===== src/design/ebcp_pkg.sv =====
// Package for the external bus cycle phaser: phase codes, field widths and
// timing limits used by the sequencer, which sizes its phase counter from CNT_W.
// Assumes a single core clock domain with synchronous active-low reset.
package ebcp_pkg;

	// =====================================================================
	// Phase encoding (one-hot)
	localparam int NUM_PHASES = 6;
	typedef enum logic [5:0]
	{
		EBCP_IDLE  = 6'b00_0001,
		EBCP_SETUP = 6'b00_0010,
		EBCP_CMD   = 6'b00_0100,
		EBCP_WDATA = 6'b00_1000,
		EBCP_ACC   = 6'b01_0000,
		EBCP_HOLD  = 6'b10_0000
	} ebcp_phase_type;

	// =====================================================================
	// Configuration field widths and limits, in cpu_clock_period units
	localparam int SETUP_W       = 1;
	localparam int EXT_W         = 2;
	localparam int CMD_W         = 2;
	localparam int ACC_W         = 5;
	localparam int HOLD_W        = 2;
	localparam int CFG_W         = SETUP_W + EXT_W + CMD_W + 1 + ACC_W + HOLD_W;
	localparam int CNT_W         = 5;
	localparam int SETUP_MIN     = 1;
	localparam int ACC_MIN       = 1;
	localparam int SETUP_MAX_TOT = 5;
	localparam int ACC_MAX       = 32;

	// Field positions inside one chip_select_timing_config word.
	localparam int F_SETUP = 0;
	localparam int F_EXT   = 1;
	localparam int F_CMD   = 3;
	localparam int F_WDATA = 5;
	localparam int F_ACC   = 6;
	localparam int F_HOLD  = 11;

	localparam logic [CNT_W-1:0] CNT_ZERO = 5'h00;
	localparam logic [CNT_W-1:0] CNT_ONE  = 5'h01;

endpackage


===== src/design/ebcp_external_bus_cycle_phaser.sv =====
// Top of the external bus cycle phaser: sequences one external bus cycle
// through five programmable phases and drives the bus strobes.
// Assumes the core issues one request at a time and holds its fields stable
// while requestValid is high; external inputs are synchronous to core_clk.
`timescale 1ns/1ps

// Notes on behaviour
// Each cycle runs setup, command delay, write setup, access, hold in order.
// Phase lengths come from the addressed chip select's timing config.
// Setup lasts one or two periods, plus zero to three on window change.
// Command delay is zero to three periods; access one to thirty-two.
// Write setup or multiplexed turnaround is zero or one period.
// The final hold phase is zero to three periods.
// Read data is captured on the edge that raises the read strobe.
// The external module holds read data until the read strobe rises.
// A phase of zero length is skipped with no idle cycle.
module ebcp_external_bus_cycle_phaser
#(
	parameter int NUM_CS = 4,
	parameter int ADDR_W = 24,
	parameter int DATA_W = 16
)
(
	// Clock and reset
	input  wire logic                                core_clk,
	input  wire logic                                rstn,
	// Per chip select timing configuration
	input  wire logic [NUM_CS*ebcp_pkg::CFG_W-1:0]   chip_select_timing_config,
	// Core request
	input  wire logic                                requestValid,
	input  wire logic                                requestWrite,
	input  wire logic [$clog2(NUM_CS)-1:0]           requestCs,
	input  wire logic [ADDR_W-1:0]                   requestAddr,
	input  wire logic [DATA_W-1:0]                   requestWdata,
	input  wire logic                                requestUpperByte,
	input  wire logic                                windowChange,
	// Core answer
	output logic                                     requestReady,
	output logic                                     readValid,
	output logic [DATA_W-1:0]                        readData,
	// External bus
	output logic                                     reference_clock_out,
	output logic [ADDR_W-1:0]                        busAddr,
	output logic [NUM_CS-1:0]                        chipSelect_n,
	output logic                                     addrLatch,
	output logic                                     readStrobe_n,
	output logic                                     writeStrobe_n,
	output logic                                     upper_byte_enable_n,
	output logic [DATA_W-1:0]                        busDataOut,
	output logic                                     busDataOe,
	input  wire logic [DATA_W-1:0]                   busDataIn
);
	// A single chip select would leave the select index with no bits.
	if (NUM_CS < 2 || ADDR_W < 1 || DATA_W < 1)
	begin : g_param_check
		$error("Phaser parameters out of range.");
	end

	// =====================================================================
	// Configuration decode for the addressed chip select
	logic [ebcp_pkg::CFG_W-1:0]  cfg;
	logic [ebcp_pkg::CNT_W-1:0]  setupLen;
	logic [ebcp_pkg::CNT_W-1:0]  cmdLen;
	logic [ebcp_pkg::CNT_W-1:0]  wdataLen;
	logic [ebcp_pkg::CNT_W-1:0]  accLen;
	logic [ebcp_pkg::CNT_W-1:0]  holdLen;
	logic [ebcp_pkg::CFG_W-1:0]  curCfg;
	logic                        curWrite;
	logic [$clog2(NUM_CS)-1:0]   curCs;
	logic                        winChg;

	assign cfg = chip_select_timing_config[requestCs*ebcp_pkg::CFG_W +:
		ebcp_pkg::CFG_W];

	// Setup is 1 or 2 plus a 0..3 extension on window change, 5 at most.
	assign setupLen = ebcp_pkg::CNT_W'(curCfg[ebcp_pkg::F_SETUP])
		+ ebcp_pkg::CNT_ONE
		+ (winChg ? ebcp_pkg::CNT_W'(curCfg[ebcp_pkg::F_EXT +: ebcp_pkg::EXT_W])
		: ebcp_pkg::CNT_ZERO);
	assign cmdLen = ebcp_pkg::CNT_W'(curCfg[ebcp_pkg::F_CMD +:
		ebcp_pkg::CMD_W]);
	assign wdataLen = ebcp_pkg::CNT_W'(curCfg[ebcp_pkg::F_WDATA]);
	// Access field holds length minus one, giving 1..32.
	assign accLen = curCfg[ebcp_pkg::F_ACC +: ebcp_pkg::ACC_W];
	assign holdLen = ebcp_pkg::CNT_W'(curCfg[ebcp_pkg::F_HOLD +:
		ebcp_pkg::HOLD_W]);

	// =====================================================================
	// Phase sequencing
	ebcp_pkg::ebcp_phase_type phase;
	ebcp_pkg::ebcp_phase_type next_phase;
	logic                     phaseDone;
	logic                     load;
	logic [ebcp_pkg::CNT_W-1:0] loadValue;
	logic [ebcp_pkg::CNT_W-1:0] next_len;

	// Zero-length phases are skipped by choosing the next nonzero one.
	// The next_len value is the counter preset, one less than the phase
	// length, so that a 32-period access still fits the five-bit counter.
	always_comb
	begin
		next_phase = phase;
		next_len = ebcp_pkg::CNT_ZERO;
		case (phase)
			ebcp_pkg::EBCP_IDLE:
				if (requestValid)
					next_phase = ebcp_pkg::EBCP_SETUP;
			ebcp_pkg::EBCP_SETUP, ebcp_pkg::EBCP_CMD, ebcp_pkg::EBCP_WDATA:
				if (phaseDone)
				begin

					if (phase == ebcp_pkg::EBCP_SETUP && cmdLen != '0)
					begin
						next_phase = ebcp_pkg::EBCP_CMD;
						next_len = cmdLen - ebcp_pkg::CNT_ONE;
					end
					else if (phase != ebcp_pkg::EBCP_WDATA && wdataLen != '0)
					begin
						next_phase = ebcp_pkg::EBCP_WDATA;
						next_len = wdataLen - ebcp_pkg::CNT_ONE;
					end
					else
					begin
						next_phase = ebcp_pkg::EBCP_ACC;
						next_len = accLen;
					end
				end
			ebcp_pkg::EBCP_ACC:
				if (phaseDone)
				begin

					next_phase = (holdLen != '0) ? ebcp_pkg::EBCP_HOLD
						: ebcp_pkg::EBCP_IDLE;
					next_len = (holdLen != '0)
						? holdLen - ebcp_pkg::CNT_ONE : ebcp_pkg::CNT_ZERO;
				end
			ebcp_pkg::EBCP_HOLD:
				if (phaseDone)
					next_phase = ebcp_pkg::EBCP_IDLE;
			default:
				next_phase = ebcp_pkg::EBCP_IDLE;
		endcase
	end

	// Counter holds remaining periods minus one; it expires in the last one.
	assign load = (next_phase != phase) || (phase == ebcp_pkg::EBCP_IDLE);
	assign loadValue = (next_phase == ebcp_pkg::EBCP_SETUP)
		? ebcp_pkg::CNT_W'(cfg[ebcp_pkg::F_SETUP]) + (windowChange
		? ebcp_pkg::CNT_W'(cfg[ebcp_pkg::F_EXT +: ebcp_pkg::EXT_W])
		: ebcp_pkg::CNT_ZERO)
		: next_len;

	ebcp_down_counter
	#(
		.WIDTH (ebcp_pkg::CNT_W)
	)
	u_counter
	(
		.core_clk  (core_clk),
		.rstn      (rstn),
		.load      (load),
		.loadValue (loadValue),
		.expired   (phaseDone)
	);

	wire startCycle = (phase == ebcp_pkg::EBCP_IDLE) && requestValid;
	wire readEnd    = (phase == ebcp_pkg::EBCP_ACC) && phaseDone && !curWrite;
	wire inCycle    = (next_phase != ebcp_pkg::EBCP_IDLE);
	wire strobeOn   = (next_phase == ebcp_pkg::EBCP_ACC);
	wire dataDrive  = curWrite && (next_phase == ebcp_pkg::EBCP_WDATA
		|| next_phase == ebcp_pkg::EBCP_ACC
		|| next_phase == ebcp_pkg::EBCP_HOLD);

	// =====================================================================
	// Registers
	always_ff @(posedge core_clk)
	begin
		if (!rstn)
		begin
			phase <= ebcp_pkg::EBCP_IDLE;
			curCfg <= '0;
			curWrite <= 1'b0;
			curCs <= '0;
			winChg <= 1'b0;
		end
		else
		begin
			phase <= next_phase;
			if (startCycle)
			begin
				curCfg <= cfg;
				curWrite <= requestWrite;
				curCs <= requestCs;
				winChg <= windowChange;
			end
		end
	end

	always_ff @(posedge core_clk)
	begin
		if (!rstn)
		begin
			busAddr <= '0;
			upper_byte_enable_n <= 1'b1;
			busDataOut <= '0;
			readData <= '0;
			readValid <= 1'b0;
		end
		else
		begin
			if (startCycle)
			begin
				busAddr <= requestAddr;
				upper_byte_enable_n <= !requestUpperByte;
				busDataOut <= requestWdata;
			end
			readValid <= readEnd;
			if (readEnd)
				readData <= busDataIn;
		end
	end

	always_ff @(posedge core_clk)
	begin
		if (!rstn)
		begin
			chipSelect_n <= '1;
			addrLatch <= 1'b0;
			readStrobe_n <= 1'b1;
			writeStrobe_n <= 1'b1;
			busDataOe <= 1'b0;
			requestReady <= 1'b0;
			reference_clock_out <= 1'b0;
		end
		else
		begin
			chipSelect_n <= inCycle ? ~(NUM_CS'(1) << (startCycle ? requestCs
				: curCs)) : '1;
			addrLatch <= (next_phase == ebcp_pkg::EBCP_SETUP);
			readStrobe_n <= !(strobeOn && (startCycle ? !requestWrite
				: !curWrite));
			writeStrobe_n <= !(strobeOn && curWrite);
			busDataOe <= dataDrive;
			requestReady <= startCycle;
			reference_clock_out <= !reference_clock_out;
		end
	end
endmodule


===== src/design/ebcp_down_counter.sv =====
// Phase length down counter used by the bus cycle phaser.
// Assumes the loader presents a length already reduced by one.
`timescale 1ns/1ps
module ebcp_down_counter
#(
	parameter int WIDTH = 5
)
(
	// Clock and reset
	input  wire logic             core_clk,
	input  wire logic             rstn,
	// Control
	input  wire logic             load,
	input  wire logic [WIDTH-1:0] loadValue,
	// Status
	output logic                  expired
);
	logic [WIDTH-1:0] count;

	always_ff @(posedge core_clk)
	begin
		if (!rstn)
			count <= '0;
		else if (load)
			count <= loadValue;
		else if (count != '0)
			count <= count - WIDTH'(1);
	end

	assign expired = (count == '0);
endmodule


===== config.mk =====
export PLATFORM = sky130hd
export DESIGN_NAME = ebcp_external_bus_cycle_phaser
export DESIGN_NICKNAME = d
export VERILOG_FILES = /design/src/design/ebcp_pkg.sv /design/src/design/ebcp_external_bus_cycle_phaser.sv /design/src/design/ebcp_down_counter.sv
export SDC_FILE = /design/constraint.sdc
export NUM_CORES = 1
export LEC_CHECK = 0
export BUFFER_PORTS_ARGS = -buffer_cell sky130_fd_sc_hd__buf_4
export CAP_MARGIN = 25
export CORE_ASPECT_RATIO = 0.6
export CORE_MARGIN = 2
export CORE_UTILIZATION = 50
export CTS_BUF_LIST = sky130_fd_sc_hd__clkbuf_2 sky130_fd_sc_hd__clkbuf_4 sky130_fd_sc_hd__clkbuf_8
export DETAILED_ROUTE_END_ITERATION = 12
export GPL_TIMING_DRIVEN = 0
export PLACE_DENSITY = 0.83
export SYNTH_ARGS = -nofsm -noshare
export SYNTH_HDL_FRONTEND = slang
export SYNTH_SLANG_ARGS = --single-unit
export TNS_END_PERCENT = 1

===== constraint.sdc =====
create_clock -name core_clk -period 4.4 [get_ports core_clk]
set_input_delay 0.22 -clock core_clk [delete_from_list [all_inputs] [get_ports core_clk]]
set_output_delay 0.22 -clock core_clk [all_outputs]
set_load 0.03 [all_outputs]

# --- After elaboration in Yosys (flattened, before gate mapping) ---
# Cells that the tools add are included.
totals:
  register_bits: 95
classes:
  n_addsub: 5
  n_mul: 1
  n_eq_ne: 13
  shifts: 2
  mux: 20
  bitwise_logic: 1
  reduce_logical: 24
op_table:
  columns: ["op", "count"]
  rows:
  - ["$shiftx A52 B7 Y13", 1]
  - ["$mux W5", 10]
  - ["$mux W6", 5]
  - ["$pmux W6 S4", 1]
  - ["$reduce_bool A5 Y1", 3]
  - ["$eq A6 B2 Y1 const B", 2]
  - ["$eq A6 B4 Y1 const B", 2]
  - ["$eq A6 B5 Y1 const B", 2]
  - ["$eq A6 B6 Y1 const B", 2]
  - ["$pmux W5 S2", 1]
  - ["$logic_and A1 B1 Y1", 8]
  - ["$eq A6 B1 Y1 const B", 1]
  - ["$eq A6 B3 Y1 const B", 1]
  - ["$logic_not A1 Y1", 6]
  - ["$mul A2 B4 Y6 const B", 1]
  - ["$ne A6 B1 Y1 const B", 1]
  - ["$ne A6 B4 Y1 const B", 1]
  - ["$ne A6 B6 Y1", 1]
  - ["$sub A2 B1 Y3 const B", 2]
  - ["$logic_not A5 Y1", 1]
  - ["$sub A5 B1 Y5 const B", 1]
  - ["$mux W2", 2]
  - ["$not A4 Y4", 1]
  - ["$shl A1 B2 Y4 const A", 1]
  - ["7 further kinds", 9]

# --- Logic depth before layout (Yosys ltp) ---
# Gate-level depths: netlist (run 1).
depth:
  ltp_word: 10
  ltp_mapped: 11
  ltp_nobuf: 7

# --- By module ---
# From an unflattened synthesis (run 1), not the netlist that was laid out.
unflattened:
  hier_cells: 452
  hier_area_um2: 4013.8
modules_own_cells:
  columns: ["module", "instances", "cells_per_inst", "area_each_um2"]
  rows:
  - ["ebcp_external_bus_cycle_phaser", 1, 418, 3713.6]
  - ["ebcp_down_counter", 1, 34, 300.3]

# --- Worst setup path before layout (run 1) ---
# No wires, ideal clock.
synth_timing:
  kind: "in2reg"
  start: "input requestCs[0]"
  end: "register u_counter.count[1]"
  setup_time_ps: 124
  arrival_ps: 2558
  required_time_ps: 4276
  path_slack_ps: 1718
  cell_stages: 8
  path_buffers: 2
  path_cell_list: "clkbuf_1 -> clkbuf_1 -> mux4_2 -> and2_1 -> ha_1 -> ha_1 -> a221oi_1 -> a21oi_1"
synth_between:
  elab_chain_len: 6
synth_rtl:
  columns: ["element", "line", "source"]
  rows:
  - ["from (decl)", "ebcp_external_bus_cycle_phaser.sv:32", "input wire logic [$clog2(NUM_CS)-1:0] requestCs,"]
  - ["$mul A2 B4 Y6 *", "ebcp_external_bus_cycle_phaser.sv:72", "assign cfg = chip_select_timing_config[requestCs*ebcp_pkg::CFG_W +:"]
  - ["$shiftx A52 B7 Y13 *", "ebcp_external_bus_cycle_phaser.sv:72", null]
  - ["$mux W2", "ebcp_external_bus_cycle_phaser.sv:149", "? ebcp_pkg::CNT_W'(cfg[ebcp_pkg::F_EXT +: ebcp_pkg::EXT_W])"]
  - ["$add A1 B2 Y3 *", "ebcp_external_bus_cycle_phaser.sv:148", "? ebcp_pkg::CNT_W'(cfg[ebcp_pkg::F_SETUP]) + (windowChange"]
  - ["$mux W5 *", "ebcp_external_bus_cycle_phaser.sv:148", null]
  - ["$mux W5 *", "ebcp_down_counter.sv:24", "else if (load)"]
  - ["to (signal assigned)", "ebcp_down_counter.sv:25", "count <= loadValue;"]
  - ["to (signal assigned)", "ebcp_down_counter.sv:27", "count <= count - WIDTH'(1);"]
  - ["to (decl)", "ebcp_down_counter.sv:18", "logic [WIDTH-1:0] count;"]
# Every way passes the cells marked *; elsewhere a longest branch is shown, timed or not.
# A chain may end at the register's enable or synchronous reset.

# --- Final worst setup path (run 1) ---
# Same ends and word-level chain as after synthesis.

==> flow_summary.yaml, run 1 <==
clocking:
  hold_buffers: 0
  root_buffer: "clkbuf_8"
  post_cts_resized: 0
  cts_made_buffers: 9
  clk_latency_ns: 0.35
  tritoncts: "yes"
  clkTransAtPathRegs_ns: 0.08
  postCtsSetupBuffers: 0
  cts_buffer_depth: 2
  cts.sinks: 92
  h-tree-depth: 3
sta:
  final_max_slew_viol_count: 0
  setup_violations: 0
  maxSlewHeadroom_pct: 32.4
  finalWorstPathRequiredPeriod_ns: 2.76
  min_period_over_period_pct: 62.7
  tightest_slew_ns: 0.999
  max_freq_mhz: 363
  hold_viol: 0
  rsz0062_at_grt: "no"
  tns_ns: 0
  finClkSkew_ns: 0.00921
logic_synthesis:
  synth_ff_type: "dfxtp_1"
  synth_area_per_cell_um2: 8.41
  synth_edf_count: 0
  ys_ff_latch: 92
  yosys-top-cells-area: "dfxtp_1 (47%), nand2_1 (14%), a21oi_1 (9.8%), mux4_2 (7.4%), clkbuf_1 (2.5%)"
  synthesis.nets: 590
  synth_cells: 468
  seq_area_frac_synth_pct: 46.8
  ys_warn_count: 0
  async_flop_share_pct: 0
  synth_top_area_share_pct: 46.8
  ys_types: 48
  yosysTopAreaCell: "dfxtp_1"
  syn_area_um2: 3940
detailed_routing:
  drt_wl_total_mm: 11.8
  drtIter0Drc: 207
  wire_per_inst_um: 15.4
  ant_nets: 0
  drc: 0
  first_pass_iters: 5
  vias: 4002
  vias_per_cell: 5.21
place:
  io_buffers: 180
  gp_congestion: 0.875
  placed_cells: 752
  dp_hpwl_mm: 9.32
outcome:
  status: "finished clean"
critical_path:
  cp_slowest_stage_delay_ns: 0.57
  crit_fanout: 10
  crit_chain: "clkbuf_1 > clkbuf_1 > mux4_2 > and2_1 > ha_1 > ha_1 > a221oi_1 > a21oi_1"
  path_class: "primary input to flip-flop"
  cp_num_buf_inv: 2
  crit_path_top_delay_cell: "mux4_2"
  cpLargestDelayFamily: "buffers and inverters"
  r2r_slack_ns: 1.85
  start_kind: "primary input"
  cp-end-kind: "flip-flop"
  crit_arrival_ns: 2.99
  required_ns: 4.63
grt:
  grt_pass1_wl_mm: 19.1
  grt_usage_pct: 27.9
  antenna_found_initial: 0
  use_met1_pct: 34.5
  grt_pass1_vias: 3947
  globalRouteMet2Util_pct: 46.0
  busiest_layer: "met2"
  grt-ovfl-total: 0
  grt_start_max_net_pins: 15
  gr-usage-met3_pct: 11.5
layout:
  syn_to_final_growth_pct: 42.7
  final_common_cell: "buf_4"
  nets: 781
  fin_cells: 768
  mostFrequentLayoutCells: "buf_4 (180), nand2_1 (146), dfxtp_1 (92)"
  utilization_pct: 75.4
  drive_above_1_share_pct: 33.1
  n_antenna_cell: 0
power_and_ir_drop:
  p_sw_mw: 0.524
  power_frac_clock_pct: 30.0
  irDropWorstVdd_mv: 0.257
  seqPwrFrac_pct: 49.1
  powerDensity_nw_per_um2: 328
  p_comb_share_pct: 20.9
  swShare_pct: 28.5
  power_mw: 1.84
  internal_power_mw: 1.32
  leakage_nw: 2.39
job:
  cap_violations: 0
die:
  num_io_pins: 184
  num_rows: 24
  die_w_um: 119
  initial_core_util_pct: 52.8
  core_um2: 7450
  fp.dieH_um: 72.7
  die_area_um2: 8620
min_path:
  hp-class: "primary input to flip-flop"
## final cells by class
cell class                 instances  area [µm²]
buffer                            34         153
clock inverter                     2        17.5
tap                              104         130
fill                             587        1830
sequential                        92        1840
timing repair buffer             180        1350
clock buffer                      14         180
inverter                           8        30.0
multi-input combinational        334        1910
## cell usage after synthesis, drive strengths merged, types with 4 or more instances
cell,instances
nor2,12
ha,6
inv,7
nor3,10
clkbuf,26
dfxtp,92
o21ai,8
nor3b,4
buf,8
mux4,13
a21oi,77
and2,6
nand3,5
nand2,146
## path summary, 6_finish.rpt
kind / from / to / cells after the start
min reg2reg: reference_clock_out$_SDFF_PN0_ / reference_clock_out$_SDFF_PN0_ / 1
min: requestUpperByte / upper_byte_enable_n$_SDFFE_PN1P_ / 2
max: requestCs[0] / u_counter.count[1]$_SDFFE_PN0P_ / 8
max reg2reg: u_counter.count[0]$_SDFFE_PN0P_ / u_counter.count[1]$_SDFFE_PN0P_ / 6
## per-stage QoR
stage	setup WS (ns)	area (µm²)	hold WS (ns)
floorplan	1.72	3940	0.354
CTS	1.65	5610	0.0696
finish	1.64	5610	0.0738
global placement	1.34	5420	0.404
global route	1.47	5610	0.0759
detailed placement	1.27	5420	0.430
## logic make-up (layout without fill, tap and decap cells)
| logic type | Yosys count | in the layout | share of synthesized area [%] |
|---|---|---|---|
| simple gates | 206 | 206 | 23.1 |
| compound gates | 103 | 103 | 14.8 |
| buf+inv | 42 | 238 | 4.64 |
| fa+ha+maj | 6 | 6 | 1.91 |
| xor+xnor | 5 | 5 | 1.11 |
| flops | 92 | 92 | 46.8 |
| mux | 14 | 14 | 7.69 |
## power by group through the flow
| stage | registers [mW] | logic (mW) | clock network [mW] |
|---|---|---|---|
| detailed placement | 0.921 | 0.383 | 0 |
| global route | 0.909 | 0.417 | 0.591 |
| finish | 0.904 | 0.384 | 0.552 |
| floorplan | 0.976 | 0.154 | 0 |
| CTS | 0.903 | 0.384 | 0.558 |
| global placement | 0.919 | 0.373 | 0 |
## registers in the layout, indices dropped and copies added (netlist names), 2 cells and up
| name | cells |
|---|---|
| u_counter.count | 5 |
| busAddr | 24 |
| readData | 16 |
| busDataOut | 16 |
| chipSelect_n | 4 |
| curCs | 2 |
| curCfg | 10 |
| phase | 6 |
## per-layer routing
layer / routed length (µm) / share of wire (%)
met5: 0 / 0
met4: 100 / 0.85
met3: 1170 / 9.9
met1: 5010 / 42
met2: 5520 / 47
No activity file was read; power rests on OpenSTA's default activity.
==> run 2: changes to the inputs <==
- CORE_UTILIZATION: 50 -> 43
- PLACE_DENSITY: 0.83 -> 0.76
- clock period: 4.4 -> 2.5 ns (I/O delays scaled with it)
==> run 2 against run 1 <==
- clock-buffer cell count fell by 4
- power rose by 84%
- sequential share of layout area fell by 3.0 points
- core utilization down 4.2 points
- global-route usage decreased by 1.6 points
- final cell count rose by 7.9%
==> flow_summary.yaml, run 2 (synthesized netlist as in run 1, its figures left out) <==
detailed_routing:
  vias: 4275
  drtIter0Drc: 200
  drt_wl_total_mm: 13.0
  wire_per_inst_um: 15.7
  vias_per_cell: 5.16
  ant_nets: 0
  first_pass_iters: 5
  drc: 0
die:
  die_w_um: 128
  num_rows: 26
  fp.dieH_um: 78.1
  num_io_pins: 184
  die_area_um2: 9960
  initial_core_util_pct: 45.3
  core_um2: 8690
sta:
  setup_ws_ns: 0.0245
  maxSlewHeadroom_pct: 40.2
  finalWorstPathRequiredPeriod_ns: 2.48
  max_freq_mhz: 404
  final_max_slew_viol_count: 0
  hold_viol: 0
  finClkSkew_ns: 0.0144
  setup_violations: 0
  rsz0062_at_grt: "yes"
  min_period_over_period_pct: 99.0
  tightest_slew_ns: 0.884
  hold_slack_ns: 0.0228
clocking:
  cts.sinks: 92
  root_buffer: "clkbuf_8"
  postCtsSetupBuffers: 0
  cts_made_buffers: 9
  tritoncts: "yes"
  clkTransAtPathRegs_ns: 0.09
  h-tree-depth: 3
  clk_latency_ns: 0.37
  cts_buffer_depth: 2
outcome:
  status: "finished clean"
critical_path:
  crit_fanout: 10
  start_kind: "flip-flop"
  crit_chain: "inv_1 > ha_1 > or4b_1 > buf_2 > or2_1 > buf_6 > or3_1 > buf_6 > buf_6 > nand2_1 > a21oi_1"
  cp-end-kind: "flip-flop"
  crit_path_top_delay_cell: "or4b_1"
  required_ns: 2.73
  path_class: "flip-flop to flip-flop"
  cp_slowest_stage_delay_ns: 0.42
  crit_arrival_ns: 2.71
  cp_num_buf_inv: 5
  cpMostUsedCell: "buf_6"
  cpLargestDelayFamily: "simple AND/OR/NAND/NOR gates"
layout:
  nets: 834
  final_common_cell: "buf_4"
  largest_register: "busAddr"
  drive_above_1_share_pct: 31.0
  syn_to_final_growth_pct: 57.1
  n_antenna_cell: 0
  mostFrequentLayoutCells: "buf_4 (181), nand2_1 (146), dfxtp_1 (92)"
  largestRegisters: "busAddr (24), busDataOut (16), readData (16)"
  largest_reg_flops: 24
  fillers: 664
  fin_area_um2: 6180
grt:
  grt_start_max_net_pins: 17
  grt_usage_pct: 26.3
  antenna_found_initial: 0
  grt_pass1_vias: 4268
  grt_pass1_wl_mm: 20.7
  grt-ovfl-total: 0
min_path:
  hp-class: "primary input to flip-flop"
place:
  dpl-instance-area_um2: 5430
  io_buffers: 180
  gp_congestion: 0.893
  dpl_worst_slack_ns: -0.346
  dp_hpwl_mm: 9.18
power_and_ir_drop:
  irDropWorstVdd_mv: 0.371
  powerDensity_nw_per_um2: 548
  power_mw: 3.39
  leakage_nw: 2.62
job:
  cap_violations: 0
## run 2: cell types whose count changed in the layout (fill, tap and decap cells not counted), sizes merged
cell         before  now
inv               7    9
clkinv            3    4
dlygate4sd3       0   53
bufinv            0    1
clkbuf           40   36
## run 2: path summary, 6_finish.rpt
path | from | to | slack [ns] | depth (start not counted)
max reg2reg | u_counter.count[0]$_SDFFE_PN0P_ | readData[10]$_SDFFE_PN0P_ | 0.02 | 11
min reg2reg | reference_clock_out$_SDFF_PN0_ | reference_clock_out$_SDFF_PN0_ | 0.42 | 1
min | busDataIn[8] | readData[8]$_SDFFE_PN0P_ | 0.02 | 3
max | u_counter.count[0]$_SDFFE_PN0P_ | readData[10]$_SDFFE_PN0P_ | 0.02 | 11
## run 2: tightest hold or removal path: cells and delay by family
family,cells,cell delay (ns)
buffers and inverters,1,0.12
AND/OR/NAND/NOR,1,0.05
AO/OA/AOI/OAI,1,0.05
## run 2: through the flow
step           util [%]  instances  setup TNS (ns)
2_1_floorplan         -        468               0
5_1_grt            71.2        829          -0.627
3_3_place_gp       62.5        760          -0.504
4_1_cts            71.0        829               0
6_report           71.2        829               0
3_5_place_dp       62.5        760          -0.629
## run 2: final cells by class
type                    count  area (µm²)  share of cell area, %
repair buffers            233        1880                   30.4
multi-input cells         334        1920                   31.1
inverters                   8        30.0                  0.486
well taps                 112         140                   2.27
clock buffers              10         138                   2.23
clock inverters             6        70.1                   1.13
flip-flops and latches     92        1840                   29.8
plain buffers              34         158                   2.55
## run 2: per-layer routing
metal	part of all wire, %	global-route usage, %	wire (µm)	up-vias
li1	-	-	-	2083
met1	44	33.5	5710	1976
met2	45	41.9	5800	190
met3	9.5	9.48	1230	26
met4	2.0	8.57	255	0
met5	0	0	0	-
## run 2: where the power goes
part           leakage (nW)  internal, mW  switching (mW)
clock                 0.107         0.498           0.543
sequential            0.751          1.54          0.0514
combinational          1.76         0.359           0.394
## run 2: repair_timing
item | in CTS | in global routing
gates resized for setup | 0 | 6
endpoints found under the setup margin | 0 | 20
hold buffers | 53 | 0
endpoints found under the hold margin | 53 | 0
==> run 3: changes to the inputs <==
==> constraint.sdc (replaced) <==
create_clock -name core_clk -period 2.5 [get_ports core_clk]
set_input_delay 0.5 -clock core_clk [delete_from_list [all_inputs] [get_ports core_clk]]
set_output_delay 0.5 -clock core_clk [all_outputs]
set_load 0.03 [all_outputs]
==> run 3 against run 2 <==
- clock power is essentially flat
- register-to-register slack gained 0.04 ns
- clock skew shrank 0.0068 ns
- highest routed layer unchanged
- critical path depth down 5
==> flow_summary.yaml, run 3 (synthesized netlist as in run 1, its figures left out) <==
critical_path:
  r2r-start: "phase[5]$_SDFF_PN0_"
  cp-end-kind: "flip-flop"
  rr_worst_depth: 6
  start_kind: "flip-flop"
  path_class: "flip-flop to flip-flop"
  crit_path_start: "phase[5]$_SDFF_PN0_"
  required_ns: 2.78
  crit_arrival_ns: 2.71
  crit_fanout: 9
  crit_end: "u_counter.count[2]$_SDFFE_PN0P_"
  reg2reg_to: "u_counter.count[2]$_SDFFE_PN0P_"
  r2r_slack_ns: 0.06
detailed_routing:
  first_pass_iters: 4
  wire_per_inst_um: 15.2
  ant_nets: 0
  drc: 0
  vias_per_cell: 5.19
  drt_wl_total_mm: 11.8
  drtIter0Drc: 240
  vias: 4022
layout:
  syn_to_final_growth_pct: 44.2
  fin_area_um2: 5670
  drive_above_1_share_pct: 34.5
  fin_cells: 775
  largest_reg_flops: 24
  nets: 780
  final_common_cell: "buf_4"
  utilization_pct: 65.3
  largest_register: "busAddr"
  mostFrequentLayoutCells: "buf_4 (181), nand2_1 (146), dfxtp_1 (91)"
  largestRegisters: "busAddr (24), busDataOut (16), readData (16)"
  n_antenna_cell: 0
clocking:
  root_buffer: "clkbuf_8"
  h-tree-depth: 3
  clk_latency_ns: 0.37
  hold_buffers: 0
  postCtsSetupBuffers: 0
  tritoncts: "yes"
  clkTransAtPathRegs_ns: 0.09
  cts_made_buffers: 9
  cts.sinks: 92
  cts_buffer_depth: 2
grt:
  grt_pass1_vias: 3935
  grt_pass1_wl_mm: 18.9
  grt_start_max_net_pins: 15
  grt_usage_pct: 23.7
  antenna_found_initial: 0
  grt-ovfl-total: 0
power_and_ir_drop:
  irDropWorstVdd_mv: 0.424
  leakage_nw: 2.40
  powerDensity_nw_per_um2: 587
  power_mw: 3.33
place:
  dp_hpwl_mm: 9.17
  io_buffers: 180
  gp_congestion: 0.909
  placed_cells: 760
  dpl_worst_slack_ns: -0.418
  dpl-instance-area_um2: 5440
min_path:
  hp-class: "primary input to flip-flop"
sta:
  maxSlewHeadroom_pct: 41.2
  setup_ws_ns: 0.0637
  min_period_over_period_pct: 97.5
  finalWorstPathRequiredPeriod_ns: 2.44
  tightest_slew_ns: 0.870
  setup_violations: 0
  rsz0062_at_grt: "yes"
  final_max_slew_viol_count: 0
  hold_viol: 0
  finClkSkew_ns: 0.00766
  max_freq_mhz: 410
die:
  fp.dieH_um: 78.1
  initial_core_util_pct: 45.3
  num_io_pins: 184
  die_w_um: 128
  num_rows: 26
  core_um2: 8690
  die_area_um2: 9960
outcome:
  status: "finished clean"
job:
  cap_violations: 0
[run 3: how the worst min path moves through the flow]
stage | startpoint | end | depth (start not counted)
6_report | requestUpperByte | upper_byte_enable_n$_SDFFE_PN1P_ | 2
5_1_grt | requestUpperByte | upper_byte_enable_n$_SDFFE_PN1P_ | 2
4_1_cts | requestUpperByte | upper_byte_enable_n$_SDFFE_PN1P_ | 2
3_5_place_dp | reference_clock_out$_SDFF_PN0_ | reference_clock_out$_SDFF_PN0_ | 1
3_3_place_gp | reference_clock_out$_SDFF_PN0_ | reference_clock_out$_SDFF_PN0_ | 1
2_1_floorplan | curCfg[5]$_SDFFE_PN0P_ | curCfg[5]$_SDFFE_PN0P_ | 2
[run 3: critical path, stage by stage (launching register included)]
cell and delay [ns]:
dfxtp_1 0.30, clkbuf_1 0.18, or3_1 0.47, or4_1 0.51, o21ai_1 0.43, a221oi_1 0.20
a211oi_1 0.24
[run 3: area by class of cell]
type | instances | area (µm²)
Inverter | 8 | 30.0
Timing Repair Buffer | 180 | 1350
Clock inverter | 3 | 45.0
Fill cell | 730 | 3010
Buffer | 33 | 174
Tap cell | 112 | 140
Sequential cell | 92 | 1840
Multi-Input combinational cell | 334 | 1920
Clock buffer | 13 | 166
[run 3: through the flow]
stage / setup TNS [ns] / hold slack [ns]
after floorplan: 0 / 0.433
after global placement: -0.710 / 0.403
after detailed placement: -0.922 / 0.413
after CTS: 0 / 0.334
after global routing: -0.0589 / 0.363
final: 0 / 0.341
[run 3: metal layers]
layer	track usage (%)	share of wire [%]	vias to the layer above
met2	37.9	46	149
met3	8.11	8.6	15
met1	30.9	45	1886
met5	0	0	-
li1	-	-	1972
met4	6.04	1.2	0
[run 3: what timing repair did]
item,4_1_cts,5_1_grt
gates resized for setup,2,10
pin swaps,0,2
setup endpoints to repair,3,18
[run 3: power by group]
| part | total [mW] | switching (mW) | internal [mW] |
|---|---|---|---|
| Combinational | 0.683 | 0.371 | 0.312 |
| Clock | 1.06 | 0.520 | 0.540 |
| Sequential | 1.59 | 0.0489 | 1.54 |
